### src/inc/tmr_pkg.sv
// Purpose: Constants shared by the 16-bit capture/compare timer
// Assumes: Byte-wide register port, one clock at 125 MHz
// Notes:   Register offsets are byte indices on the register port
package tmr_pkg;
  // Register offsets
  localparam logic [4:0] ADR_CTRL_ONE   = 5'h00;
  localparam logic [4:0] ADR_CTRL_TWO   = 5'h01;
  localparam logic [4:0] ADR_STATUS     = 5'h02;
  localparam logic [4:0] ADR_CAP1_HI    = 5'h03;
  localparam logic [4:0] ADR_CAP1_LO    = 5'h04;
  localparam logic [4:0] ADR_CMP1_HI    = 5'h05;
  localparam logic [4:0] ADR_CMP1_LO    = 5'h06;
  localparam logic [4:0] ADR_CNT_HI     = 5'h07;
  localparam logic [4:0] ADR_CNT_LO     = 5'h08;
  localparam logic [4:0] ADR_ALT_HI     = 5'h09;
  localparam logic [4:0] ADR_ALT_LO     = 5'h0a;
  localparam logic [4:0] ADR_CAP2_HI    = 5'h0b;
  localparam logic [4:0] ADR_CAP2_LO    = 5'h0c;
  localparam logic [4:0] ADR_CMP2_HI    = 5'h0d;
  localparam logic [4:0] ADR_CMP2_LO    = 5'h0e;
  localparam logic [4:0] ADR_POWER      = 5'h0f;
  // Control one fields
  localparam int CTL1_CAP_IE  = 7;
  localparam int CTL1_CMP_IE  = 6;
  localparam int CTL1_OVF_IE  = 5;
  localparam int CTL1_LVL2    = 2;
  localparam int CTL1_EDGE1   = 1;
  localparam int CTL1_LVL1    = 0;
  // Control two fields
  localparam int CTL2_PIN1_EN = 7;
  localparam int CTL2_PIN2_EN = 6;
  localparam int CTL2_OPM     = 5;
  localparam int CTL2_PWM     = 4;
  localparam int CTL2_CS_HI   = 3;
  localparam int CTL2_CS_LO   = 2;
  localparam int CTL2_EDGE2   = 1;
  localparam int CTL2_EXT_EDG = 0;
  // Status fields
  localparam int ST_CAP1 = 7;
  localparam int ST_CMP1 = 6;
  localparam int ST_OVF  = 5;
  localparam int ST_CAP2 = 4;
  localparam int ST_CMP2 = 3;
  // Power control fields
  localparam int PWR_HALT = 0;
  // Reset values
  localparam logic [15:0] CNT_RESET = 16'hfffc;
  localparam logic [15:0] CMP_RESET = 16'h8000;
  localparam logic [7:0]  CTL_RESET = 8'h00;
  // Clock select codes
  localparam logic [1:0] CS_DIV4 = 2'h0;
  localparam logic [1:0] CS_DIV2 = 2'h1;
  localparam logic [1:0] CS_DIV8 = 2'h2;
  localparam logic [1:0] CS_EXT  = 2'h3;
  // Timing
  localparam int CLK_PERIOD_NS   = 8;
  localparam int EXT_MIN_FALLS   = 4;
endpackage

### src/inc/tmr_chan_if.sv
// Purpose: Bundle between top and one capture channel
// Assumes: Same clock as the timer core
// Notes:   Strobes are one clock long
`timescale 1ns/100ps
interface tmr_chan_if;
  logic        edge_sel;
  logic        enable;
  logic        hi_read;
  logic        lo_access;
  logic        status_seen;
  logic        pin_sync;
  logic [15:0] count;
  logic [15:0] value;
  logic        flag;
  modport core (output edge_sel, enable, hi_read, lo_access, status_seen,
                pin_sync, count, input value, flag);
  modport chan (input edge_sel, enable, hi_read, lo_access, status_seen,
                pin_sync, count, output value, flag);
endinterface

### src/verilog/tmr_capture.sv
// Purpose: One input-capture channel with flag and read lock
// Assumes: Pin already passed a two-stage synchroniser
// Notes:   Set of the flag wins over its clear
`timescale 1ns/100ps
module tmr_capture (
  // Clock and reset
  input wire logic clk,
  input wire logic rst_b,
  // Channel bundle
  tmr_chan_if.chan ch
);
  typedef struct packed {
    logic        pin_prev;
    logic        locked;
    logic        armed;
    logic [15:0] value;
    logic        flag;
  } tmr_cap_state_type;

  tmr_cap_state_type s_q;
  tmr_cap_state_type s_d;
  logic              hit;

  always_comb begin
    s_d          = s_q;
    s_d.pin_prev = ch.pin_sync;
    // Only the pin edge picked by edge_sel counts, output-driven or not
    hit = ch.enable && !s_q.locked &&
          (ch.edge_sel ? (ch.pin_sync && !s_q.pin_prev)
                       : (!ch.pin_sync && s_q.pin_prev));
    if (ch.hi_read) begin
      s_d.locked = 1'b1;
    end
    if (ch.lo_access) begin
      s_d.locked = 1'b0;
    end
    if (ch.status_seen && s_q.flag) begin
      s_d.armed = 1'b1;
    end
    if (ch.lo_access && s_q.armed) begin
      s_d.flag  = 1'b0;
      s_d.armed = 1'b0;
    end
    if (hit) begin
      s_d.value = ch.count;
      s_d.flag  = 1'b1;
    end
  end

  always_ff @(posedge clk or negedge rst_b) begin
    if (!rst_b) begin
      s_q <= '0;
    end else begin
      s_q <= s_d;
    end
  end

  assign ch.value = s_q.value;
  assign ch.flag  = s_q.flag;

  lock_blocks_a: assert property (@(posedge clk) disable iff (!rst_b)
    s_q.locked |=> $stable(s_q.value))
    else $error("capture value changed while locked");
  flag_clear_a: assert property (@(posedge clk) disable iff (!rst_b)
    (s_q.flag && s_q.armed && ch.lo_access && !hit) |=> !s_q.flag)
    else $error("capture flag not cleared");
  capture_seen_c: cover property (@(posedge clk) disable iff (!rst_b) hit);
endmodule

### src/verilog/tmr_compare.sv
// Purpose: One output-compare channel with write inhibit
// Assumes: Compare evaluated on each timer tick
// Notes:   Hardware never changes the stored value
`timescale 1ns/100ps
module tmr_compare (
  // Clock and reset
  input  wire logic        clk,
  input  wire logic        rst_b,
  // Register access
  input  wire logic        wr_hi,
  input  wire logic        wr_lo,
  input  wire logic [7:0]  wdata,
  // Counter side
  input  wire logic        tick,
  input  wire logic [15:0] count,
  // Results
  output logic [15:0]      value,
  output logic             match
);
  typedef struct packed {
    logic [15:0] value;
    logic        inhibit;
  } tmr_cmp_state_type;

  tmr_cmp_state_type s_q;
  tmr_cmp_state_type s_d;

  always_comb begin
    s_d = s_q;
    if (wr_hi) begin
      s_d.value[15:8] = wdata;
      s_d.inhibit     = 1'b1;
    end
    if (wr_lo) begin
      s_d.value[7:0] = wdata;
      s_d.inhibit    = 1'b0;
    end
  end

  always_ff @(posedge clk or negedge rst_b) begin
    if (!rst_b) begin
      s_q <= {tmr_pkg::CMP_RESET, 1'b0};
    end else begin
      s_q <= s_d;
    end
  end

  assign value = s_q.value;
  assign match = tick && !s_q.inhibit && (count == s_q.value);

  inhibit_hold_a: assert property (@(posedge clk) disable iff (!rst_b)
    s_q.inhibit |-> !match)
    else $error("compare matched while inhibited");
endmodule

### src/verilog/tmr_timer.sv
// Purpose: 16-bit free-running timer with two captures and two compares
// Assumes: Byte register port, read data one clock after read strobe
// Notes:   External clock edges must be at least four clocks apart
//
// Overview of operation
// - Free-running 16-bit up-counter, high/low bytes
// - Alternate view; its low read keeps overflow
// - Low-byte write reloads counter with fffc
// - Clock is cpu/2, /4, /8 or external
// - Both select bits set picks external clock
// - Edge bit picks rising or falling external
// - External counts aligned to internal clock
// - High read freezes low byte until read
// - Lone low read returns live byte
// - Wrap ffff to 0000 sets overflow flag
// - Overflow request gated by enable and mask
// - Overflow clears: status read, main low access
// - Wait ignored; halt stops counting
// - Capture registers latch count on edge
// - Per-channel capture edge select bits
// - Capture sets flag, gated interrupt request
// - Capture flag clears: status read, low access
// - High read blocks capture until low access
// - One-pulse and PWM leave capture two only
// - Only the edge picked by the edge bit reaches capture
// - Compare each tick; flag, pin, interrupt
// - Compare registers software-only, reset 8000
// - Match drives programmed level; pin low at reset
// - Compare high write inhibits until low write
`timescale 1ns/100ps
module tmr_timer (
  // Clock and reset
  input  wire logic       clk,
  input  wire logic       rst_b,
  // Register port
  input  wire logic [4:0] addr,
  input  wire logic [7:0] wdata,
  input  wire logic       wr,
  input  wire logic       rd,
  output logic      [7:0] rdata,
  // CPU state
  input  wire logic       cpu_irq_mask,
  // Pins
  input  wire logic       ext_clock_pin,
  input  wire logic       capture_pin1,
  input  wire logic       capture_pin2,
  output logic            compare_pin1,
  output logic            compare_pin1_oe,
  output logic            compare_pin2,
  output logic            compare_pin2_oe,
  // Interrupt request
  output logic            irq
);
  typedef struct packed {
    logic [1:0]  ext_sync;
    logic [1:0]  cap1_sync;
    logic [1:0]  cap2_sync;
    logic        ext_prev;
    logic        ext_pend;
    logic [2:0]  pre;
    logic [15:0] count;
    logic [7:0]  low_buf;
    logic        low_held;
    logic        ovf_flag;
    logic        ovf_armed;
    logic        cmp1_flag;
    logic        cmp2_flag;
    logic        cmp1_armed;
    logic        cmp2_armed;
    logic [7:0]  ctl_one;
    logic [7:0]  ctl_two;
    logic        halt;
    logic        pin1;
    logic        pin2;
    logic [7:0]  rdata;
    logic        irq;
  } tmr_state_type;

  tmr_state_type s_q;
  tmr_state_type s_d;
  logic          tick;
  logic          ext_edge;
  logic          wrap;
  logic          pulse_mode;
  logic [15:0]   cmp1_val;
  logic [15:0]   cmp2_val;
  logic          match1;
  logic          match2;
  logic [7:0]    status;
  logic          rd_status;
  logic          acc_cnt_lo;

  tmr_chan_if cap1 ();
  tmr_chan_if cap2 ();

  assign pulse_mode = s_q.ctl_two[tmr_pkg::CTL2_OPM] ||
                      s_q.ctl_two[tmr_pkg::CTL2_PWM];
  assign rd_status  = rd && (addr == tmr_pkg::ADR_STATUS);
  assign acc_cnt_lo = (rd || wr) && (addr == tmr_pkg::ADR_CNT_LO);
  assign status = {cap1.flag, s_q.cmp1_flag, s_q.ovf_flag, cap2.flag,
                   s_q.cmp2_flag, 3'h0};

  // Capture channel one is lost in pulse modes
  assign cap1.edge_sel    = s_q.ctl_one[tmr_pkg::CTL1_EDGE1];
  assign cap1.enable      = !pulse_mode;
  assign cap1.hi_read     = rd && (addr == tmr_pkg::ADR_CAP1_HI);
  assign cap1.lo_access   = (rd || wr) && (addr == tmr_pkg::ADR_CAP1_LO);
  assign cap1.status_seen = rd_status;
  assign cap1.pin_sync    = s_q.cap1_sync[1];
  assign cap1.count       = s_q.count;
  assign cap2.edge_sel    = s_q.ctl_two[tmr_pkg::CTL2_EDGE2];
  assign cap2.enable      = 1'b1;
  assign cap2.hi_read     = rd && (addr == tmr_pkg::ADR_CAP2_HI);
  assign cap2.lo_access   = (rd || wr) && (addr == tmr_pkg::ADR_CAP2_LO);
  assign cap2.status_seen = rd_status;
  assign cap2.pin_sync    = s_q.cap2_sync[1];
  assign cap2.count       = s_q.count;

  tmr_capture u_cap1 (
    .clk   (clk),
    .rst_b (rst_b),
    .ch    (cap1)
  );

  tmr_capture u_cap2 (
    .clk   (clk),
    .rst_b (rst_b),
    .ch    (cap2)
  );

  tmr_compare u_cmp1 (
    .clk   (clk),
    .rst_b (rst_b),
    .wr_hi (wr && (addr == tmr_pkg::ADR_CMP1_HI)),
    .wr_lo (wr && (addr == tmr_pkg::ADR_CMP1_LO)),
    .wdata (wdata),
    .tick  (tick),
    .count (s_q.count),
    .value (cmp1_val),
    .match (match1)
  );

  tmr_compare u_cmp2 (
    .clk   (clk),
    .rst_b (rst_b),
    .wr_hi (wr && (addr == tmr_pkg::ADR_CMP2_HI)),
    .wr_lo (wr && (addr == tmr_pkg::ADR_CMP2_LO)),
    .wdata (wdata),
    .tick  (tick),
    .count (s_q.count),
    .value (cmp2_val),
    .match (match2)
  );

  // External edge taken from synchronised copy only
  assign ext_edge = s_q.ctl_two[tmr_pkg::CTL2_EXT_EDG]
                  ? (s_q.ext_sync[1] && !s_q.ext_prev)
                  : (!s_q.ext_sync[1] && s_q.ext_prev);

  always_comb begin
    unique case (s_q.ctl_two[tmr_pkg::CTL2_CS_HI:tmr_pkg::CTL2_CS_LO])
      tmr_pkg::CS_DIV2: tick = (s_q.pre[0] == 1'b1);
      tmr_pkg::CS_DIV4: tick = (s_q.pre[1:0] == 2'h3);
      tmr_pkg::CS_DIV8: tick = (s_q.pre == 3'h7);
      tmr_pkg::CS_EXT:  tick = s_q.ext_pend;
    endcase
    // Halt freezes the prescaler and count; wait has no input here at all
    tick = tick && !s_q.halt;
  end

  assign wrap = tick && (s_q.count == 16'hffff);

  always_comb begin
    s_d           = s_q;
    s_d.ext_sync  = {s_q.ext_sync[0], ext_clock_pin};
    s_d.cap1_sync = {s_q.cap1_sync[0], capture_pin1};
    s_d.cap2_sync = {s_q.cap2_sync[0], capture_pin2};
    s_d.ext_prev  = s_q.ext_sync[1];
    // One clock of delay aligns the external count to the next edge
    s_d.ext_pend  = ext_edge;
    s_d.pre       = s_q.halt ? s_q.pre : s_q.pre + 3'h1;
    if (tick) begin
      s_d.count = s_q.count + 16'h0001;
    end
    if (wr && (addr == tmr_pkg::ADR_CNT_LO || addr == tmr_pkg::ADR_ALT_LO)) begin
      s_d.count = tmr_pkg::CNT_RESET;
    end
    s_d.rdata = 8'h00;
    if (rd) begin
      unique case (addr)
        tmr_pkg::ADR_CTRL_ONE: s_d.rdata = s_q.ctl_one;
        tmr_pkg::ADR_CTRL_TWO: s_d.rdata = s_q.ctl_two;
        tmr_pkg::ADR_STATUS:   s_d.rdata = status;
        tmr_pkg::ADR_CAP1_HI:  s_d.rdata = cap1.value[15:8];
        tmr_pkg::ADR_CAP1_LO:  s_d.rdata = cap1.value[7:0];
        tmr_pkg::ADR_CMP1_HI:  s_d.rdata = cmp1_val[15:8];
        tmr_pkg::ADR_CMP1_LO:  s_d.rdata = cmp1_val[7:0];
        tmr_pkg::ADR_CAP2_HI:  s_d.rdata = cap2.value[15:8];
        tmr_pkg::ADR_CAP2_LO:  s_d.rdata = cap2.value[7:0];
        tmr_pkg::ADR_CMP2_HI:  s_d.rdata = cmp2_val[15:8];
        tmr_pkg::ADR_CMP2_LO:  s_d.rdata = cmp2_val[7:0];
        tmr_pkg::ADR_POWER:    s_d.rdata = {7'h00, s_q.halt};
        tmr_pkg::ADR_CNT_HI, tmr_pkg::ADR_ALT_HI: begin
          s_d.rdata = s_q.count[15:8];
          if (!s_q.low_held) begin
            s_d.low_buf  = s_q.count[7:0];
            s_d.low_held = 1'b1;
          end
        end
        tmr_pkg::ADR_CNT_LO, tmr_pkg::ADR_ALT_LO: begin
          s_d.rdata    = s_q.low_held ? s_q.low_buf : s_q.count[7:0];
          s_d.low_held = 1'b0;
        end
        default: s_d.rdata = 8'h00;
      endcase
    end
    if (wr) begin
      unique case (addr)
        tmr_pkg::ADR_CTRL_ONE: s_d.ctl_one = wdata;
        tmr_pkg::ADR_CTRL_TWO: s_d.ctl_two = wdata;
        tmr_pkg::ADR_POWER:    s_d.halt = wdata[tmr_pkg::PWR_HALT];
        default: s_d.halt = s_q.halt;
      endcase
    end
    // Two-step clears; a same-cycle set overrides them
    if (rd_status) begin
      s_d.ovf_armed  = s_q.ovf_armed | s_q.ovf_flag;
      s_d.cmp1_armed = s_q.cmp1_armed | s_q.cmp1_flag;
      s_d.cmp2_armed = s_q.cmp2_armed | s_q.cmp2_flag;
    end
    // Alternate low byte deliberately absent here
    if (acc_cnt_lo && s_q.ovf_armed) begin
      s_d.ovf_flag  = 1'b0;
      s_d.ovf_armed = 1'b0;
    end
    if ((rd || wr) && addr == tmr_pkg::ADR_CMP1_LO && s_q.cmp1_armed) begin
      s_d.cmp1_flag  = 1'b0;
      s_d.cmp1_armed = 1'b0;
    end
    if ((rd || wr) && addr == tmr_pkg::ADR_CMP2_LO && s_q.cmp2_armed) begin
      s_d.cmp2_flag  = 1'b0;
      s_d.cmp2_armed = 1'b0;
    end
    if (wrap) begin
      s_d.ovf_flag = 1'b1;
    end
    if (match1) begin
      s_d.cmp1_flag = 1'b1;
      s_d.pin1      = s_q.ctl_one[tmr_pkg::CTL1_LVL1];
    end
    if (match2) begin
      s_d.cmp2_flag = 1'b1;
      s_d.pin2      = s_q.ctl_one[tmr_pkg::CTL1_LVL2];
    end
    // Flags pend until enable set and mask clear
    s_d.irq = !cpu_irq_mask && (
      (s_q.ctl_one[tmr_pkg::CTL1_OVF_IE] && s_d.ovf_flag) ||
      (s_q.ctl_one[tmr_pkg::CTL1_CMP_IE] &&
        (s_d.cmp1_flag || s_d.cmp2_flag)) ||
      (s_q.ctl_one[tmr_pkg::CTL1_CAP_IE] &&
        (cap1.flag || cap2.flag)));
  end

  always_ff @(posedge clk or negedge rst_b) begin
    if (!rst_b) begin
      s_q         <= '0;
      s_q.count   <= tmr_pkg::CNT_RESET;
      s_q.ctl_one <= tmr_pkg::CTL_RESET;
      s_q.ctl_two <= tmr_pkg::CTL_RESET;
    end else begin
      s_q <= s_d;
    end
  end

  assign rdata           = s_q.rdata;
  assign irq             = s_q.irq;
  assign compare_pin1    = s_q.pin1;
  assign compare_pin2    = s_q.pin2;
  assign compare_pin1_oe = s_q.ctl_two[tmr_pkg::CTL2_PIN1_EN];
  assign compare_pin2_oe = s_q.ctl_two[tmr_pkg::CTL2_PIN2_EN];

  count_step_a: assert property (@(posedge clk) disable iff (!rst_b)
    (tick && !wr) |=> s_q.count == $past(s_q.count) + 16'h0001)
    else $error("counter did not advance on tick");
  reload_val_a: assert property (@(posedge clk) disable iff (!rst_b)
    (wr && (addr == tmr_pkg::ADR_CNT_LO || addr == tmr_pkg::ADR_ALT_LO))
    |=> s_q.count == tmr_pkg::CNT_RESET)
    else $error("low write did not reload counter");
  div2_rate_a: assert property (@(posedge clk) disable iff (!rst_b)
    (s_q.ctl_two[3:2] == tmr_pkg::CS_DIV2 && !s_q.halt && tick)
    |=> !tick)
    else $error("divide by two ticked twice in a row");
  halt_stop_a: assert property (@(posedge clk) disable iff (!rst_b)
    s_q.halt |-> !tick)
    else $error("counter ticked in halt");
  ovf_set_a: assert property (@(posedge clk) disable iff (!rst_b)
    wrap |=> s_q.ovf_flag && s_q.count == 16'h0000 ||
    s_q.ovf_flag)
    else $error("overflow flag not set on wrap");
  alt_keeps_a: assert property (@(posedge clk) disable iff (!rst_b)
    (s_q.ovf_flag && rd && addr == tmr_pkg::ADR_ALT_LO) |=> s_q.ovf_flag)
    else $error("alternate low read cleared overflow");
  ovf_clear_a: assert property (@(posedge clk) disable iff (!rst_b)
    (s_q.ovf_flag && !s_q.ovf_armed && acc_cnt_lo) |=> s_q.ovf_flag)
    else $error("overflow cleared without status read");
  low_frozen_a: assert property (@(posedge clk) disable iff (!rst_b)
    (rd && addr == tmr_pkg::ADR_CNT_HI && s_q.low_held)
    |=> $stable(s_q.low_buf))
    else $error("buffered low byte moved on second high read");
  irq_gate_a: assert property (@(posedge clk) disable iff (!rst_b)
    $past(cpu_irq_mask) |-> !irq)
    else $error("interrupt raised while masked");
  cap1_off_a: assert property (@(posedge clk) disable iff (!rst_b)
    (pulse_mode && !cap1.flag) |=> !cap1.flag)
    else $error("capture one fired in pulse mode");
  pin_drive_a: assert property (@(posedge clk) disable iff (!rst_b)
    match1 |=> compare_pin1 == $past(s_q.ctl_one[tmr_pkg::CTL1_LVL1]))
    else $error("compare pin not driven to level");

  wrap_seen_c: cover property (@(posedge clk) disable iff (!rst_b) wrap);
  match_seen_c: cover property (@(posedge clk) disable iff (!rst_b) match2);
  ext_tick_c: cover property (@(posedge clk) disable iff (!rst_b)
    s_q.ctl_two[3:2] == tmr_pkg::CS_EXT && tick);
endmodule

### config.mk
export PLATFORM = sky130hd
export DESIGN_NAME = tmr_timer
export DESIGN_NICKNAME = d
export VERILOG_FILES = /design/src/inc/tmr_pkg.sv /design/src/inc/tmr_chan_if.sv /design/src/verilog/tmr_capture.sv /design/src/verilog/tmr_compare.sv /design/src/verilog/tmr_timer.sv
export SDC_FILE = /design/constraint.sdc
export NUM_CORES = 1
export LEC_CHECK = 0
export ABC_AREA = 0
export CORE_UTILIZATION = 38
export CTS_BUF_LIST = sky130_fd_sc_hd__clkbuf_4 sky130_fd_sc_hd__clkbuf_8
export DETAILED_ROUTE_END_ITERATION = 12
export DONT_BUFFER_PORTS = 1
export GPL_TIMING_DRIVEN = 0
export HOLD_SLACK_MARGIN = 0.1
export PLACE_DENSITY = 0.61
export RECOVER_POWER = 50
export SYNTH_ARGS = -nofsm -noshare
export SYNTH_HDL_FRONTEND = slang
export SYNTH_SLANG_ARGS = --single-unit
### constraint.sdc
create_clock -name clk -period 2.1 [get_ports clk]
set_input_delay 0.42 -clock clk [delete_from_list [all_inputs] [get_ports clk]]
set_output_delay 0.42 -clock clk [all_outputs]
set_load 0.03 [all_outputs]
==> out/results.ini <==
[floorplan]
chipHeight_um=137
die_width_um=137
core_region_area_um2=17500
io_pins=34
die_area_um2=18600
start_util_pct=39.3
num_rows=48

[critical_path]
critPathKind=reg2reg
worstPathCellList=xor2_2 -> nor4_2 -> nand4_1 -> nor3_4 -> buf_4 -> mux2_4
end_kind=flop
cp.required_ps=2440
ff2ff_path_depth=6
reg2reg_from=cap1.count[6]
crit_path_start_kind=flop
crit_buf_inv=1
reg2reg_slack_ps=-30
crit_arrival_ps=2480
cp_max_fo=8
cpMaxStageDelayCell=dfstp_2
reg2reg_to=compare_pin1
slowest_delay_ps=670
critPathTopFamily=simple AND/OR/NAND/NOR gates

[drt]
dr_total_vias=4918
antenna_left=0
wire_per_inst_um=22.6
drt_wl_total_um=19500
viasPerCell=5.71
drtPass1Iterations=6
drt_iter0_drc=570
drc=0

[clocking]
clkSinkCount=144
htree_levels=4
clk_latency_ps=460
ctsRootBufferMaster=clkbuf_8
clock_path_buffers=2
cts_tree=built
clk_pin_slew_ps=80
cts_inserted_buffers=17

[final_layout]
antenna_cells=0
fillCellCount=1558
area.sequential_um2=3620
instances_no_fill=861
drive_gt1_share_pct=35.7
fin_util_pct=46.2
design_area_um2=8080
area_growth_pct=17.6
nets=647
multiInputGateArea_um2=3150

[synthesis]
synth.ff_latch_count=144
yosys.cell_types.count=55
syn-cell-area_um2=6870
synth-edff-count=0
syn_nets=595
yosys.area.top_type_share_pct=46.6
synth_most_common_cell=dfrtp_1
ys_top_cells_by_area=dfrtp_1 (47%), mux2_2 (15%), dfstp_2 (6.1%), xor2_1 (4.1%), nand2_1 (2.9%)
async_flop_share_pct=100
synthCells=571
synth_flop_cell=dfrtp_1
synth_top_cells_by_count=dfrtp_1 (128), mux2_2 (91), nand2_1 (54), xor2_1 (32), o21ai_0 (24)
post-synth-top-area-cell=dfrtp_1
ys_seq_area_share_pct=52.7
post_synth.cell_area_avg_um2=12.0
synth.yosys.warnings=0

[timing]
relSlewSlack_pct=32.9
period_needed_ps=2130
setup_viol=2
post-route-period-util_pct=102
fmaxAchievable_mhz=469
report.final.slew_viol_count=0
hold_ws_ps=-342
setup_tns_ps=-47.9
hold_viol=144
worst_slew_pin_slew_ps=1000
finClkSkew_ps=9.03
fin_ws_ps=-32.1
rsz0062_at_grt=true

[pwr]
p_per_area_nw_per_um2=1170
peakVddDrop_mv=0.486
p_leak_nw=3.32
finalPower_mw=9.49

[place]
globalplace.congestion=0.880
port_buffers=0
placed_cells=796
dpl_cell_area_um2=7160
post-place-ws_ps=-549
dp_hpwl_um=12800

[outcome]
failed_checks=hold timing, setup timing
status=finished, violations left

[hold_path]
hp-class=in2async

[flow_run]
maxCapViolations=0

[global_routing]
grt_pass1_wl_um=29600
grt_remaining_overflow=0
grt_pass1_vias=4987
grt_usage_pct=22.2
antenna_found_initial=0
grt_max_degree=145

cell families (layout without fill, tap and decap cells):
family	count (synthesis)	count (layout)	share of synthesized area (%)
flip-flops	144	144	52.7
AND/OR/NAND/NOR	136	136	11.1
multiplexers	103	103	16.7
AO/OA/AOI/OAI	94	94	9.74
buffers and inverters	47	112	3.68
XOR/XNOR	44	44	5.61
adder cells (fa/ha/maj)	3	3	0.546
flip-flops by register name, indices dropped and copies added (netlist names):
| name | count |
|---|---|
| cap2.pin_sync | 1 |
| s_q | 33 |
| cap2.edge_sel | 1 |
| compare_pin2_oe | 1 |
| cap1.pin_sync | 1 |
| compare_pin2 | 1 |
| u_cap2.s_q | 3 |
| u_cap1.s_q | 3 |
| u_cmp1.s_q | 1 |
| irq | 1 |
| compare_pin1 | 1 |
| cap1.edge_sel | 1 |
| u_cmp2.s_q | 1 |
| rdata | 8 |
| u_cap1.ch.value | 16 |
| s_d | 4 |
| cap1.count | 16 |
| compare_pin1_oe | 1 |
| u_cap1.ch.flag | 1 |
| u_cap2.ch.value | 16 |
| u_cmp2.value | 16 |
| u_cmp1.value | 16 |
| u_cap2.ch.flag | 1 |
timing repair:
action,CTS,global route
buffers inserted,16,20
endpoints found under the setup margin,30,14
endpoints found under the hold margin,192,146
hold buffers,11,1
resized for setup,20,13
pin swaps,12,12
how the worst max path moves through the flow:
stage	startpoint	end	cells after the start
after floorplan	s_q[59]	irq	7
after global placement	cap1.count[9]	compare_pin2	6
after detailed placement	cap1.count[9]	compare_pin2	6
after CTS	cap1.count[2]	compare_pin2	6
after global routing	s_q[59]	irq	8
final	cap1.count[6]	compare_pin1	6
layer usage:
layer  vias up  GRT usage (%)  share of wire [%]
met5         -              0                  0
met2       180           35.8                 48
met3        39           4.78                5.6
met4         0           9.57                3.1
li1       2160              -                  -
met1      2539           28.9                 43
area by class of cell:
type | count | area share (%)
plain buffers | 24 | 2.00
clock buffers | 20 | 3.33
clock inverters | 12 | 1.95
inverters | 9 | 0.418
multi-input cells | 380 | 39.0
flip-flops and latches | 144 | 44.8
well taps | 225 | 3.48
repair buffers | 47 | 4.98
where the power goes:
| part | internal (mW) | total, mW | switching [mW] |
|---|---|---|---|
| clock | 1.25 | 2.38 | 1.12 |
| sequential | 3.61 | 4.41 | 0.796 |
| combinational | 1.42 | 2.71 | 1.29 |
| total | 6.29 | 9.49 | 3.21 |
cells in the final DEF, fill, tap and decap left out, drive strengths merged, types with 11 or more instances in the layout:
master	Yosys	routed
dlygate4sd3	0	12
nor2	17	17
nand2	55	55
mux2	91	91
clkbuf	9	26
o21ai	24	24
xnor2	12	12
dfstp	16	16
a221oi	11	11
buf	29	53
a22oi	17	17
mux2i	12	12
xor2	32	32
dfrtp	128	128
Note: power is estimated with default switching activity, not from simulation.
